[config.mk]
export PLATFORM = sky130hd
export DESIGN_NAME = power_gate_ctrl
export DESIGN_NICKNAME = d
export VERILOG_FILES = /design/src/design/power_gate_pkg.sv /design/src/design/power_gate_ctrl.sv /design/src/design/sleep_tracker.sv
export SDC_FILE = /design/constraint.sdc
export NUM_CORES = 1
export LEC_CHECK = 0
export ABC_AREA = 1
export BUFFER_PORTS_ARGS = -buffer_cell sky130_fd_sc_hd__buf_2
export CORE_ASPECT_RATIO = 0.5
export CORE_MARGIN = 8
export CORE_UTILIZATION = 35
export DETAILED_ROUTE_END_ITERATION = 6
export PLACE_DENSITY = 0.83
export SLEW_MARGIN = 10
export SYNTH_ARGS = -nofsm -noshare
export SYNTH_HDL_FRONTEND = slang
export SYNTH_SLANG_ARGS = --single-unit
export TNS_END_PERCENT = 30
[constraint.sdc]
create_clock -name pclk -period 1 [get_ports pclk]
set_input_delay 0.1 -clock pclk [delete_from_list [all_inputs] [get_ports pclk]]
set_output_delay 0.1 -clock pclk [all_outputs]
set_load 0.02 [all_outputs]
[src/design/power_gate_pkg.sv]
// Behaviour
// - safe-to-gate only after bus accesses drain
// - pending interrupt wakes core, flags interrupt-waiting
// - debug sleep vector per cpu, interrupt-aware
// - snooping stays on continuous clock while gated
// - nodes above zero sleep straight after reset
// - gated clock input; double-rate gates only double
// - scan shift disables all ram selects
// - scan test reset input is ignored
package power_gate_pkg;
   localparam int          ADDR_W        = 12;
   localparam int          DATA_W        = 32;
   localparam int          MAX_CPU       = 16;
   localparam int          HI_FIELD      = 16;
   // register byte offsets
   localparam logic [11:0] OFF_SLEEP_REQ = 12'h000;
   localparam logic [11:0] OFF_STATUS    = 12'h004;
   localparam logic [11:0] OFF_DEBUG     = 12'h008;
   localparam logic [11:0] OFF_CONFIG    = 12'h00c;
   // config fields
   localparam int          CFG_SCAN_BIT  = 0;
   localparam int          CFG_SNOOP_BIT = 1;
   localparam logic [31:0] ZERO_WORD     = 32'h0000_0000;

   typedef enum logic [1:0] {
      RUN,
      DRAIN,
      IDLE
   } sleep_state_type;
endpackage

[src/design/power_gate_ctrl.sv]
`timescale 1ns/10ps
module power_gate_ctrl #(
   parameter int NUM_CPU      = 4,
   parameter int RAM_SELECTS  = 8,
   parameter bit SCAN_DEFAULT = 1'b0,
   parameter bit SNOOP_DEFAULT = 1'b0,
   parameter bit DOUBLE_RATE  = 1'b0
) (
   input  wire logic                   pclk,               // continuous clock
   input  wire logic                   presetn,            // async reset, active low
   input  wire logic                   psel,               // apb select
   input  wire logic                   penable,            // apb access phase
   input  wire logic                   pwrite,             // apb direction
   input  wire logic [11:0]            paddr,              // apb byte address
   input  wire logic [31:0]            pwdata,             // apb write data
   output logic      [31:0]            prdata,             // apb read data
   output logic                        pready,             // apb ready
   output logic                        pslverr,            // apb error
   input  wire logic [NUM_CPU-1:0]     bus_busy,           // accesses outstanding
   input  wire logic [NUM_CPU-1:0]     irq_pending,        // pending interrupt
   input  wire logic [NUM_CPU-1:0]     debug_halt,         // debug entry request
   output logic      [NUM_CPU-1:0]     safe_to_gate,       // clock may stop
   output logic      [NUM_CPU-1:0]     interrupt_waiting,  // restart clock
   output logic      [NUM_CPU-1:0]     debug_sleep_vector, // debug-unit sleep
   output logic      [NUM_CPU-1:0]     gate_core_clock,    // stop gated core clk
   output logic      [NUM_CPU-1:0]     gate_double_clock,  // stop gated double clk
   output logic                        snoop_clock_active, // snooping on free clk
   input  wire logic                   test_enable,        // scan test mode
   input  wire logic                   scan_enable,        // scan shift
   input  wire logic                   scan_test_reset,    // scan reset, unused
   input  wire logic [RAM_SELECTS-1:0] ram_select_in,      // ram selects from core
   output logic      [RAM_SELECTS-1:0] ram_select_out      // ram selects to rams
);
   // ----------------------------------------------------------------
   // apb slave
   // ----------------------------------------------------------------
   logic                  setup_phase;
   logic                  access_phase;
   logic                  mapped;
   logic [NUM_CPU-1:0]    sleep_request;
   logic                  scan_support;
   logic                  snoop_enable;
   logic                  next_scan_support;
   logic                  next_snoop_enable;
   logic [31:0]           next_prdata;
   logic [NUM_CPU-1:0]    next_gate_core;
   logic [NUM_CPU-1:0]    next_gate_double;
   logic                  next_snoop_active;

   function automatic logic is_mapped(input logic [11:0] addr);
      is_mapped = (addr == power_gate_pkg::OFF_SLEEP_REQ) ||
                  (addr == power_gate_pkg::OFF_STATUS)    ||
                  (addr == power_gate_pkg::OFF_DEBUG)     ||
                  (addr == power_gate_pkg::OFF_CONFIG);
   endfunction

   function automatic logic is_write(input logic [11:0] addr,
                                     input logic [11:0] target,
                                     input logic        sel,
                                     input logic        en,
                                     input logic        wr);
      is_write = sel & en & wr & (addr == target);
   endfunction

   assign setup_phase  = psel & ~penable;
   assign access_phase = psel & penable;
   assign mapped       = is_mapped(paddr);
   // zero wait states: read data is captured in the setup cycle
   assign pready       = 1'b1;
   assign pslverr      = access_phase & ~mapped;

   always_comb begin
      sleep_request = {NUM_CPU{1'b0}};
      if (is_write(paddr, power_gate_pkg::OFF_SLEEP_REQ, psel, penable, pwrite)) begin
         sleep_request = pwdata[NUM_CPU-1:0];
      end
      next_scan_support = scan_support;
      next_snoop_enable = snoop_enable;
      if (is_write(paddr, power_gate_pkg::OFF_CONFIG, psel, penable, pwrite)) begin
         next_scan_support = pwdata[power_gate_pkg::CFG_SCAN_BIT];
         next_snoop_enable = pwdata[power_gate_pkg::CFG_SNOOP_BIT];
      end
      next_prdata = prdata;
      if (setup_phase) begin
         next_prdata = power_gate_pkg::ZERO_WORD;
         if (paddr == power_gate_pkg::OFF_STATUS) begin
            next_prdata[NUM_CPU-1:0] = safe_to_gate;
            next_prdata[power_gate_pkg::HI_FIELD +: NUM_CPU] = interrupt_waiting;
         end else if (paddr == power_gate_pkg::OFF_DEBUG) begin
            next_prdata[NUM_CPU-1:0] = debug_sleep_vector;
         end else if (paddr == power_gate_pkg::OFF_CONFIG) begin
            next_prdata[power_gate_pkg::CFG_SCAN_BIT]  = scan_support;
            next_prdata[power_gate_pkg::CFG_SNOOP_BIT] = snoop_enable;
         end
      end
   end

   // ----------------------------------------------------------------
   // clock gate requests
   // ----------------------------------------------------------------
   always_comb begin
      // double-rate build stops only the double clock; base clocks run free
      next_gate_core    = DOUBLE_RATE ? {NUM_CPU{1'b0}} : safe_to_gate;
      next_gate_double  = DOUBLE_RATE ? safe_to_gate : {NUM_CPU{1'b0}};
      // snoop logic lives on pclk, which never stops, so coherence holds
      next_snoop_active = snoop_enable;
   end

   always_ff @(posedge pclk or negedge presetn) begin
      if (!presetn) begin
         prdata             <= power_gate_pkg::ZERO_WORD;
         scan_support       <= SCAN_DEFAULT;
         snoop_enable       <= SNOOP_DEFAULT;
         gate_core_clock    <= {NUM_CPU{1'b0}};
         gate_double_clock  <= {NUM_CPU{1'b0}};
         snoop_clock_active <= SNOOP_DEFAULT;
      end else begin
         prdata             <= next_prdata;
         scan_support       <= next_scan_support;
         snoop_enable       <= next_snoop_enable;
         gate_core_clock    <= next_gate_core;
         gate_double_clock  <= next_gate_double;
         snoop_clock_active <= next_snoop_active;
      end
   end

   // ----------------------------------------------------------------
   // per-cpu power-down trackers
   // ----------------------------------------------------------------
   genvar gi;
   generate
      for (gi = 0; gi < NUM_CPU; gi++) begin : cpu
         sleep_tracker #(
            .NODE (gi)
         ) tracker (
            .pclk              (pclk),
            .presetn           (presetn),
            .sleep_request     (sleep_request[gi]),
            .bus_busy          (bus_busy[gi]),
            .irq_pending       (irq_pending[gi]),
            .debug_halt        (debug_halt[gi]),
            .safe_to_gate      (safe_to_gate[gi]),
            .interrupt_waiting (interrupt_waiting[gi]),
            .debug_sleep       (debug_sleep_vector[gi])
         );
      end
   endgenerate

   // ----------------------------------------------------------------
   // scan protection
   // ----------------------------------------------------------------
   // combinational on purpose: a register here would itself sit in the chain
   // scan_test_reset stays unread, every flop resets from presetn only
   logic shift_block;
   assign shift_block    = scan_support & test_enable & scan_enable;
   assign ram_select_out = shift_block ? {RAM_SELECTS{1'b0}} : ram_select_in;

   // ----------------------------------------------------------------
   // per-lane checks, every cpu rather than cpu 0 alone
   // ----------------------------------------------------------------
   generate
      for (gi = 0; gi < NUM_CPU; gi++) begin : lane_chk

      end
   endgenerate
endmodule

[src/design/sleep_tracker.sv]
`timescale 1ns/10ps
module sleep_tracker #(
   parameter int NODE = 0
) (
   input  wire logic pclk,              // continuous clock
   input  wire logic presetn,           // async reset, active low
   input  wire logic sleep_request,     // one-cycle power-down request
   input  wire logic bus_busy,          // cache/mmu access outstanding
   input  wire logic irq_pending,       // interrupt pending for this cpu
   input  wire logic debug_halt,        // debug unit pulls cpu to debug
   output logic      safe_to_gate,      // clock may be stopped
   output logic      interrupt_waiting, // wake indication
   output logic      debug_sleep        // sleep bit including wake causes
);
   // ----------------------------------------------------------------
   // power-down state
   // ----------------------------------------------------------------
   localparam power_gate_pkg::sleep_state_type BOOT_STATE =
      (NODE == 0) ? power_gate_pkg::RUN : power_gate_pkg::DRAIN;

   power_gate_pkg::sleep_state_type state;
   power_gate_pkg::sleep_state_type next_state;
   logic                            next_safe;
   logic                            next_waiting;
   logic                            next_debug_sleep;
   logic                            wake;
   logic                            boot_seen;

   always_comb begin
      wake       = irq_pending | debug_halt;
      next_state = state;
      case (state)
         power_gate_pkg::RUN: begin
            if (sleep_request & ~wake) begin
               next_state = power_gate_pkg::DRAIN;
            end
         end
         power_gate_pkg::DRAIN: begin
            if (wake) begin
               next_state = power_gate_pkg::RUN;
            end else if (~bus_busy) begin
               next_state = power_gate_pkg::IDLE;
            end
         end
         power_gate_pkg::IDLE: begin
            if (wake) begin
               next_state = power_gate_pkg::RUN;
            end
         end
         default: begin
            next_state = power_gate_pkg::RUN;
         end
      endcase
      next_safe        = (next_state == power_gate_pkg::IDLE);
      next_waiting     = irq_pending & (state != power_gate_pkg::RUN);
      // already folds in wake causes, so the gate needs no wake input of its own
      next_debug_sleep = next_safe & ~wake;
   end

   // nodes above zero boot straight into power-down
   always_ff @(posedge pclk or negedge presetn) begin
      if (!presetn) begin
         state             <= BOOT_STATE;
         safe_to_gate      <= 1'b0;
         interrupt_waiting <= 1'b0;
         debug_sleep       <= 1'b0;
         boot_seen         <= 1'b0;
      end else begin
         state             <= next_state;
         safe_to_gate      <= next_safe;
         interrupt_waiting <= next_waiting;
         debug_sleep       <= next_debug_sleep;
         boot_seen         <= 1'b1;
      end
   end
endmodule

### Word-level counts from Yosys, hierarchy flattened

Index checks and enable logic that the tools add are counted.

* register bits after elaboration: 35
* input port bits: 72
* output and inout bits: 63

* equal/unequal tests: 15
* multiplexer cells: 27
* reduce and logical (&&, ||, !) cells: 12
* bitwise gates (word level): 30

Operator list (number)
* $mux 2: 19
* $eq 12x4->1 const B: 2
* $pmux 2 s3: 4
* $and 1x1->1: 20
* $eq 2x2->1 const B: 8
* $eq 12x3->1 const B: 1
* $logic_not 12->1: 1
* $mux 4: 3
* $eq 2x1->1 const B: 4
* $logic_not 2->1: 4
* $mux 8: 1
* $reduce_bool 2->1: 4
* $not 1->1: 6
* $or 1x1->1: 4
* $logic_or 1x1->1: 3

### Depth between registers and ports, before layout

Gate-level depths: netlist of run 1.

* depth after elaboration: 9
* gate-level depth with buffers: 8

### Cells and area by module

From an unflattened synthesis of run 1, not the netlist that was laid out.

* cell total of the unflattened synthesis: 238
* area total of the unflattened synthesis: 1846.8 um^2

By module, submodules not included
* power_gate_ctrl: cells each 146, area each 1047.3 um^2, sequential area each 375.4 um^2, instances 1
* sleep_tracker at cpu[1].tracker ...: cells each 23, area each 200.2 um^2, sequential area each 126.4 um^2, instances 3
* sleep_tracker at cpu[0].tracker: cells each 23, area each 198.9 um^2, sequential area each 125.1 um^2, instances 1

### Worst setup path before layout of run 1

Ideal clock, no wire load.

* path type: register to register
* start: register cpu[1].tracker.state[0]
* end: register cpu[1].tracker.debug_sleep
* data required time: 0.871 ns
* arrival time: 0.816 ns
* slack: 0.055 ns
* library setup time: 0.129 ns
* cell stages (with the launch flop): 4
* cells stage by stage: dfstp_2 > inv_1 > o21ai_1 > nor3_1

* cells in the longest elaborated chain, start to end: 5
* elaborated cells between the ends (all ways): 10

Ends and longest elaborated chain
* from (decl): line sleep_tracker.sv:21 `power_gate_pkg::sleep_state_type state;`
* from (signal assigned): line sleep_tracker.sv:69 `state <= next_state;`
* $mux 2: line sleep_tracker.sv:41 `end else if (~bus_busy) begin`
* $mux 2: line sleep_tracker.sv:39 `if (wake) begin`
* $pmux 2 s3 *: line sleep_tracker.sv:32 `case (state)`
* $eq 2x2->1 *: line sleep_tracker.sv:54 `next_safe = (next_state == power_gate_pkg::IDLE);`
* $and 1x1->1 *: line sleep_tracker.sv:57 `next_debug_sleep = next_safe & ~wake;`
* via cpu[1].tracker.next_debug_sleep: line sleep_tracker.sv:25 `logic next_debug_sleep;`
* to (signal assigned): line sleep_tracker.sv:72 `debug_sleep <= next_debug_sleep;`
* to (decl): line sleep_tracker.sv:13 `output logic debug_sleep`

The timed path passes the listed nets; every way through them passes the cells marked *.
A chain may end at the register's enable or synchronous reset.

### Worst setup path in the final report of run 1

* start: register scan_support
* end: output ram_select_out[2]

* cells in the longest elaborated chain, start to end: 3

Ends and longest elaborated chain
* from (decl): line power_gate_ctrl.sv:41 `logic scan_support;`
* from (signal assigned): line power_gate_ctrl.sv:119 `scan_support <= next_scan_support;`
* $and 1x1->1 (2 in a row): line power_gate_ctrl.sv:155 `assign shift_block = scan_support & test_enable & scan_enable;`
* $mux 8: line power_gate_ctrl.sv:156 `assign ram_select_out = shift_block ? {RAM_SELECTS{1'b0}} : ram_select_in;`
* to (decl): line power_gate_ctrl.sv:32 `output logic [RAM_SELECTS-1:0] ram_select_out`

Every way passes these cells.

==> results.yml, run 1 <==
synth:
  yosys_register_bits: 35
  avgSynthCellArea_sq_um: 8.19
  synth_sequential_area_ratio_pct: 44.6
  ys.warnings.count: 0
  netlist_instances: 241
  synth_cell_type_count: 21
  mappedNetlistArea_sq_um: 1970
power:
  power.switching_w: 0.000794
  power.internal_w: 0.00253
  vdd_drop_max_v: 0.000600
  p_per_area_nw_per_um2: 1310
  seq_power_share_pct: 42.7
  power_frac_clock_pct: 44.1
  p_comb_share_pct: 13.2
  power_switching_share_pct: 23.9
  p_leak_nw: 1.46
layout:
  drive_gt1_share_pct: 41.1
  layout_common_cells: "buf_2 (67), nand2_1 (40), dfrtp_1 (32), inv_1 (30), conb_1 (29)"
  diodes: 0
  multi_input_area_sq_um: 802
  n_fill_cell: 511
  regArea_sq_um: 880
  final_common_cell: "buf_2"
  syn_to_final_growth_pct: 29.0
  fin_cells: 389
  nets: 388
clock_network:
  cts_tree: "done"
  clock_latency_ps: 270
  clk_pin_slew_ps: 50
  cts_root_buffer: "clkbuf_16"
  clockBufferDepth: 2
  h-tree-depth: 2
  cts_made_buffers: 5
  clock_sinks: 35
critical_path:
  worst_path_largest_cell_delay_ps: 400
  critPathSlowestCell: "dfrtp_1"
  critPathBufInv: 2
  crit_path_start_kind: "register"
  required_ps: 900
  cp-end-kind: "output port"
  worst-path-max-fanout: 8
  path_cells: "nand3_4, nand2_1, inv_1, buf_6"
  path_class: "register to output port"
  cpLargestDelayFamily: "flip-flops"
  arrival_ps: 1080
sta:
  hold_slack_ps: 52.6
  period_needed_ps: 1180
  period_share_pct: 118
  clock_skew_ps: 3.19
  setup-violations-final: 13
  drv_slew: 0
  hold_viol: 0
  fmax_ghz: 0.851
  rsz0062_at_grt: "true"
  fin_ws_ps: -175
die:
  die_h_um: 69.1
  die_x_um: 122
  core_sq_um: 5470
  placementRows: 19
  io-pin-count: 135
  dieArea_sq_um: 8450
  start_util_pct: 36.1
route:
  wl_per_cell_um: 12.4
  drtIter0Drc: 63
  final_antenna_net_count: 0
  via_per_inst: 4.26
  num_vias: 1658
  dr.pass1.iters: 4
  wirelength_um: 4840
  drc: 0
placed_design:
  gp_congestion: 0.807
  hpwl_um: 3830
  place_ws_ps: -101
  dp.cells: 381
  io_buffer_count: 76
global_route:
  grt_pass1_vias: 1737
  grt_antenna_before_repair: 0
  overflow: 0
  grt_max_degree: 17
  grt_usage_pct: 11.3
  grt_pass1_wl_um: 7770
min_path:
  hp-class: "input pin to register"
flow_run:
  maxCapViolCount: 0
status:
  failed_checks: "setup timing"
  status: "finished with violations"
[cells in the mapped netlist, drive strengths merged]
| master | count | share of area [%] |
|---|---|---|
| nand4 | 4 | 1.3 |
| conb | 2 | 0.38 |
| nor3 | 14 | 4.4 |
| nand2 | 48 | 9.9 |
| buf | 41 | 16 |
| inv | 40 | 7.6 |
| nor2 | 28 | 8.5 |
| a21oi | 5 | 1.3 |
| nand3 | 14 | 4.1 |
| dfstp | 3 | 4.0 |
| o21ai | 10 | 2.5 |
| dfrtp | 32 | 41 |
[worst paths after layout]
check	end	start	slack, ps	depth (start not counted)
setup / recovery	ram_select_out[2]	scan_support$_DFFE_PN0P_	-180	4
hold / removal	cpu[2].tracker.interrupt_waiting$_DFF_PN0_	irq_pending[2]	50	3
setup reg to reg	cpu[3].tracker.debug_sleep$_DFF_PN0_	cpu[3].tracker.state[0]$_DFF_PN1_	-20	3
hold reg to reg	gate_core_clock[1]$_DFF_PN0_	cpu[1].tracker.safe_to_gate$_DFF_PN0_	410	0
max in group asynchronous	prdata[18]$_DFFE_PN0P_	presetn	270	3
min in group asynchronous	cpu[3].tracker.state[1]$_DFF_PN0_	presetn	270	2
[worst min-delay path, delay by kind of cell]
family / cells / cell delay, ps
buffers and inverters: 2 / 150
AND/OR/NAND/NOR: 1 / 40
[per-layer routing]
layer	GRT usage, %	up-vias	part of all wire, %
li1	-	820	-
met1	11.6	775	37
met2	20.7	50	57
met3	2.84	13	3.8
met4	5.76	0	2.6
met5	0	-	0
[cells by family (layout without fill, tap and decap cells)]
logic type / Yosys count / count (layout) / share of synthesized area [%]
DFF: 35 / 35 / 44.6
and+or+nand+nor: 108 / 108 / 28.1
buffers and inverters: 81 / 129 / 23.2
other: 2 / 29 / 0.380
AOI/OAI and AO/OA: 15 / 15 / 3.80
[power by group through the flow]
stage               registers [W]  clock network (W)  logic [W]
floorplan                 0.00144                  0   0.000311
global placement          0.00144                  0   0.000386
detailed placement        0.00144                  0   0.000392
CTS                       0.00142            0.00149   0.000423
global route              0.00142            0.00155   0.000480
finish                    0.00142            0.00147   0.000438
[stage by stage]
stage                     instance area [sq um]  setup TNS [ps]  util, %  power [W]
after detailed placement                   2280            -599     41.6    0.00183
final                                      2550           -1380     46.6    0.00333
after CTS                                  2500           -1200     45.8    0.00334
after floorplan                            2080               0        -    0.00175
after global routing                       2550           -2460     46.6    0.00345
after global placement                     2280            -257     41.6    0.00183
[cell type report]
| type | instances | area share [%] |
|---|---|---|
| repair buffers | 82 | 18.9 |
| flip-flops and latches | 35 | 34.5 |
| clock inverters | 1 | 0.196 |
| clock buffers | 6 | 5.45 |
| inverters | 40 | 5.89 |
| multi-input cells | 152 | 31.5 |
| well taps | 73 | 3.59 |
[what timing repair did]
action / 4_1_cts / 5_1_grt
resized for setup: 20 / 17
endpoints found under the hold margin: 11 / 0
pin swaps: 4 / 9
endpoints found under the setup margin: 17 / 25
setup buffers: 0 / 0
hold buffers: 1 / 0
cloned: 0 / 0
[registers in the layout (all words and copies together), names as in the netlist]
register and cells:
cpu.tracker.state 8, prdata 8, cpu.tracker.debug_sleep 4, cpu.tracker.interrupt_waiting 4
cpu.tracker.safe_to_gate 4, gate_core_clock 4, next_snoop_active 1, scan_support 1
snoop_clock_active 1
Power figures use the tool's default switching activity.
==> inputs of run 2 (changes only) <==
--- a/config.mk
+++ b/config.mk
@@ -11,7 +11,8 @@
 export CORE_MARGIN = 8
 export CORE_UTILIZATION = 35
 export DETAILED_ROUTE_END_ITERATION = 6
-export PLACE_DENSITY = 0.83
+export PLACE_DENSITY = 0.8
+export SETUP_SLACK_MARGIN = 0.3
 export SLEW_MARGIN = 10
 export SYNTH_ARGS = -nofsm -noshare
 export SYNTH_HDL_FRONTEND = slang
==> constraint.sdc (replaced) <==
create_clock -name pclk -period 1.1 [get_ports pclk]
set_input_delay 0.11 -clock pclk [delete_from_list [all_inputs] [get_ports pclk]]
set_output_delay 0.11 -clock pclk [all_outputs]
set_load 0.02 [all_outputs]
==> results.yml, run 2 (same netlist as run 1, synthesis figures left out) <==
critical_path:
  required_ps: 990
  r2r-start: "scan_support$_DFFE_PN0P_"
  reg2reg_depth: 6
  crit_path_start_kind: "register"
  regToRegSetupSlack_ps: 10
  arrival_ps: 1090
  path_class: "register to output port"
  r2r_end: "prdata[0]$_DFFE_PN0P_"
  worst-path-max-fanout: 8
  cp-end-kind: "output port"
die:
  die_x_um: 122
  die_h_um: 69.1
  io-pin-count: 135
  dieArea_sq_um: 8450
  start_util_pct: 36.1
  core_sq_um: 5470
  placementRows: 19
min_path:
  hold_path_end: "cpu[1].tracker.interrupt_waiting$_DFF_PN0_"
  hold-path-cell-count: 3
  hp-class: "input pin to register"
  hold_start: "irq_pending[1]"
placed_design:
  gp_congestion: 0.826
  place_area_sq_um: 2270
  place_ws_ps: 29.3
  io_buffer_count: 76
  hpwl_um: 3790
clock_network:
  clk_pin_slew_ps: 50
  clock_sinks: 35
  clock_latency_ps: 280
  cts_root_buffer: "clkbuf_16"
  cts_tree: "done"
  clockBufferDepth: 2
  h-tree-depth: 2
  cts_made_buffers: 5
power:
  p_per_area_nw_per_um2: 992
  p_leak_nw: 1.61
  vdd_drop_max_v: 0.000572
sta:
  drv_slew: 0
  setup-violations-final: 8
  rsz0062_at_grt: "true"
  fmax_ghz: 0.833
  period_needed_ps: 1200
  period_share_pct: 109
  hold_viol: 0
  clock_skew_ps: 4.43
  fin_ws_ps: -101
route:
  dr.pass1.iters: 5
  drc: 0
  wirelength_um: 6880
  wl_per_cell_um: 17.2
  final_antenna_net_count: 0
  drtIter0Drc: 168
  num_vias: 1904
  via_per_inst: 4.76
layout:
  final_common_cell: "buf_6"
  post-route-util_pct: 57.0
  diodes: 0
  final_area_sq_um: 3110
  layout_common_cells: "buf_6 (48), nand2_1 (37), buf_2 (35), dfrtp_1 (32), conb_1 (29)"
  syn_to_final_growth_pct: 57.7
  reg.largest.list: "cpu.tracker.state x8, prdata x8"
  drive_gt1_share_pct: 56.6
  nets: 398
flow_run:
  maxCapViolCount: 0
global_route:
  grt_antenna_before_repair: 0
  grt_usage_pct: 13.4
  grt_pass1_wl_um: 9130
  grt_pass1_vias: 1901
  overflow: 0
  grt_max_degree: 14
status:
  failed_checks: "setup timing"
  status: "finished with violations"
==> run 2: changes by cell type in the layout (fill, tap and decap cells not counted), moves of 4 or more <==
cell / change
buf_2: -32
buf_6: +40
inv_1: -10
inv_4: +5
nor3_1: -8
o21ai_4: +4
nor2_1: -13
a21oi_2: +4
a21oi_1: -4
nor2_2: +5
nor2_4: +8
nor3_2: +7
==> run 2: per-layer routing <==
metal | up-vias | wire [um] | global-route usage, %
li1 | 844 | - | -
met2 | 96 | 3730 | 25.9
met4 | 0 | 275 | 5.50
met5 | - | 0 | 0
met3 | 26 | 340 | 2.60
met1 | 938 | 2530 | 13.6
==> run 2: final cells by class <==
type                    count  area [sq um]
fillers                   396          2350
multi-input cells         152          1040
flip-flops and latches     35           880
repair buffers             92           793
inverters                  40           173
clock buffers               5           125
well taps                  73          91.3
clock inverters             3          15.0
==> run 2: worst max path at each step <==
stage / start / end / slack (ps)
3_5_place_dp: paddr[11] / prdata[16]$_DFFE_PN0P_ / 30
2_1_floorplan: cpu[1].tracker.state[0]$_DFF_PN1_ / cpu[1].tracker.debug_sleep$_DFF_PN0_ / 210
5_1_grt: scan_support$_DFFE_PN0P_ / ram_select_out[0] / -130
3_3_place_gp: paddr[11] / prdata[19]$_DFFE_PN0P_ / 40
4_1_cts: scan_support$_DFFE_PN0P_ / ram_select_out[2] / -60
6_report: scan_support$_DFFE_PN0P_ / ram_select_out[0] / -100
==> run 2: where the power goes <==
part	switching (W)	leakage (nW)	total (W)	internal, W
combinational	0.000326	1.06	0.000488	0.000162
sequential	0.000000132	0.478	0.00129	0.00129
clock	0.000487	0.0733	0.00131	0.000824
total	0.000813	1.61	0.00309	0.00228
==> run 2: what timing repair did <==
action                     4_1_cts  5_1_grt
gates resized for setup        117       55
buffers inserted                 7        5
hold buffers                     1        0
hold endpoints to repair        10        0
setup endpoints to repair       54       64
pin swaps                       44       50
==> run 2: critical path, cell delays in order (launching register included) <==
cell	delay, ps
dfrtp_1	400
nand3_4	130
nand2_1	90
inv_1	60
buf_6	130
==> run 2: stage by stage <==
stage                     setup TNS, ps  instances  hold slack (ps)  total power [W]
final                              -655        400             68.6          0.00309
after global routing               -957        400             75.6          0.00319
after CTS                          -466        395             51.8          0.00303
after detailed placement              0        379            -2.93          0.00167
after global placement                0        379            -3.76          0.00166
after floorplan                       0        268             -186          0.00160
==> inputs of run 3 (changes only) <==
--- a/config.mk
+++ b/config.mk
@@ -11,10 +11,11 @@
 export CORE_MARGIN = 8
 export CORE_UTILIZATION = 35
 export DETAILED_ROUTE_END_ITERATION = 6
-export PLACE_DENSITY = 0.8
+export PLACE_DENSITY = 0.82
 export SETUP_SLACK_MARGIN = 0.3
 export SLEW_MARGIN = 10
 export SYNTH_ARGS = -nofsm -noshare
 export SYNTH_HDL_FRONTEND = slang
+export SYNTH_HIERARCHICAL = 1
 export SYNTH_SLANG_ARGS = --single-unit
 export TNS_END_PERCENT = 30
==> results.yml, run 3 <==
status:
  status: "finished with violations"
  failed_checks: "hold timing, setup timing"
global_route:
  grt_pass1_vias: 1888
  grt_antenna_before_repair: 0
  grt_pass1_wl_um: 9050
  grt_usage_pct: 14.1
  grt_max_degree: 19
  overflow: 0
power:
  power_frac_clock_pct: 37.8
  p_total_w: 0.00271
  p_comb_share_pct: 14.7
  power_switching_share_pct: 26.4
  power.internal_w: 0.00200
  p_per_area_nw_per_um2: 963
  vdd_drop_max_v: 0.000491
  p_leak_nw: 1.53
  seq_power_share_pct: 47.5
  power.switching_w: 0.000715
layout:
  regArea_sq_um: 880
  nets: 411
  multi_input_area_sq_um: 831
  reg.largest.list: "cpu.tracker/state x8, prdata x8"
  final_common_cell: "nand2_1"
  drive_gt1_share_pct: 47.1
  diodes: 0
  syn_to_final_growth_pct: 52.4
  n_fill_cell: 392
  layout_common_cells: "nand2_1 (44), buf_6 (39), buf_2 (37), dfrtp_1 (32), nor2_1 (30)"
synth:
  synth_sequential_area_ratio_pct: 47.6
  synth_top_area_share_pct: 43.4
  yosys-top-cells-area: "dfrtp_1 (43%), buf_4 (12%), nand2_1 (11%), nor2_1 (7.7%), inv_1 (7.3%)"
  synthFlopType: "dfrtp_1"
  mappedNetlistArea_sq_um: 1850
  ys.warnings.count: 6
  synth_edf_count: 0
  synth_cell_type_count: 19
  synthArstFlopShare_pct: 100
  yosysTopAreaCell: "dfrtp_1"
  yosysMostFrequentCell: "nand2_1"
  avgSynthCellArea_sq_um: 7.76
  synth.top_cells.by_count: "nand2_1 (56), nor2_1 (38), inv_1 (36), dfrtp_1 (32), buf_4 (29)"
  netlist_instances: 238
  yosys_register_bits: 35
min_path:
  hp-class: "input pin to asynchronous set/reset pin"
sta:
  fin_ws_ps: -84.3
  hold_slack_ps: -252
  rsz0062_at_grt: "true"
  period_share_pct: 108
  clock_skew_ps: 4.67
  drv_slew: 0
  fmax_ghz: 0.844
  setup-violations-final: 8
  period_needed_ps: 1180
  hold_viol: 13
die:
  io-pin-count: 135
  die_x_um: 119
  placementRows: 18
  die_h_um: 67.4
  core_sq_um: 5000
  dieArea_sq_um: 8000
  start_util_pct: 36.9
critical_path:
  reg2reg_depth: 6
  arrival_ps: 1070
  crit_start: "scan_support$_DFFE_PN0P_"
  r2r-start: "scan_support$_DFFE_PN0P_"
  crit_path_start_kind: "register"
  worst-path-max-fanout: 8
  regToRegSetupSlack_ps: 20
  r2r_end: "prdata[0]$_DFFE_PN0P_"
  path_class: "register to output port"
  required_ps: 990
  endpoint: "ram_select_out[2]"
  cp-end-kind: "output port"
placed_design:
  gp_congestion: 0.821
  hpwl_um: 3870
  io_buffer_count: 76
  place_ws_ps: -148
route:
  dr.pass1.iters: 4
  final_antenna_net_count: 0
  wirelength_um: 5760
  via_per_inst: 4.38
  wl_per_cell_um: 14.1
  drc: 0
  num_vias: 1796
  drtIter0Drc: 50
clock_network:
  cts_tree: "done"
  clockBufferDepth: 2
  clock_latency_ps: 280
  h-tree-depth: 2
  cts_made_buffers: 5
  clock_sinks: 35
  cts_root_buffer: "clkbuf_8"
  clk_pin_slew_ps: 70
flow_run:
  maxCapViolCount: 0
==> run 3: layer usage <==
layer	up-vias	wire [um]	GRT usage [%]
met1	851	2240	14.2
met5	-	0	0
met4	0	125	7.33
met2	72	3010	27.0
li1	859	-	-
met3	14	387	4.41
==> run 3: cells by family (layout without fill, tap and decap cells) <==
family                 Yosys count  count (layout)  synth area share [%]
other                            2              29                 0.407
AOI/OAI and AO/OA               11              11                  3.52
buffers and inverters           66             141                  19.3
DFF                             35              35                  47.6
and+or+nand+nor                124             124                  29.1
==> run 3: worst max-delay path: stages (launching register included) <==
cell and delay, ps:
dfrtp_1 400, nand3_4 120, nand2_1 90, inv_2 30, buf_4 140
==> run 3: area by class of cell <==
type	instances	area share (%)
inverters	37	4.93
repair buffers	96	27.5
well taps	70	3.11
flip-flops and latches	35	31.2
clock inverters	1	0.267
multi-input cells	164	29.5
clock buffers	7	3.42
==> run 3: worst min path at each step <==
stage	start	end	slack [ps]	depth (start not counted)
finish	presetn	prdata[17]$_DFFE_PN0P_	-250	1
global route	presetn	prdata[16]$_DFFE_PN0P_	-230	1
CTS	presetn	prdata[16]$_DFFE_PN0P_	-240	1
detailed placement	presetn	prdata[16]$_DFFE_PN0P_	60	1
global placement	presetn	prdata[16]$_DFFE_PN0P_	60	1
floorplan	presetn	cpu[0].tracker/debug_sleep$_DFF_PN0_	-190	0
==> run 3: power groups by stage <==
stage / logic, W / clock network (W) / registers, W
after floorplan: 0.000260 / 0 / 0.00131
after global placement: 0.000334 / 0 / 0.00131
after detailed placement: 0.000340 / 0 / 0.00131
after CTS: 0.000372 / 0.00104 / 0.00129
after global routing: 0.000435 / 0.00111 / 0.00129
final: 0.000399 / 0.00103 / 0.00129
==> run 3: repair_timing <==
action                                  in CTS  in global routing
gates resized for setup                     89                 23
pin swaps                                   39                 43
endpoints found under the setup margin      51                 62
buffers inserted                             7                  2
hold endpoints to repair                    13                 13
==> run 3: stage by stage <==
stage                     utilization (%)  TNS, ps  instances  instance area [sq um]  hold slack (ps)
final                                56.3     -622        410                   2820             -252
after global routing                 56.3    -1370        410                   2820             -228
after CTS                            54.7     -822        408                   2730             -244
after detailed placement             45.8     -660        393                   2290             64.2
after global placement               45.8     -420        393                   2290             55.1
after floorplan                         -        0        265                   1960             -186
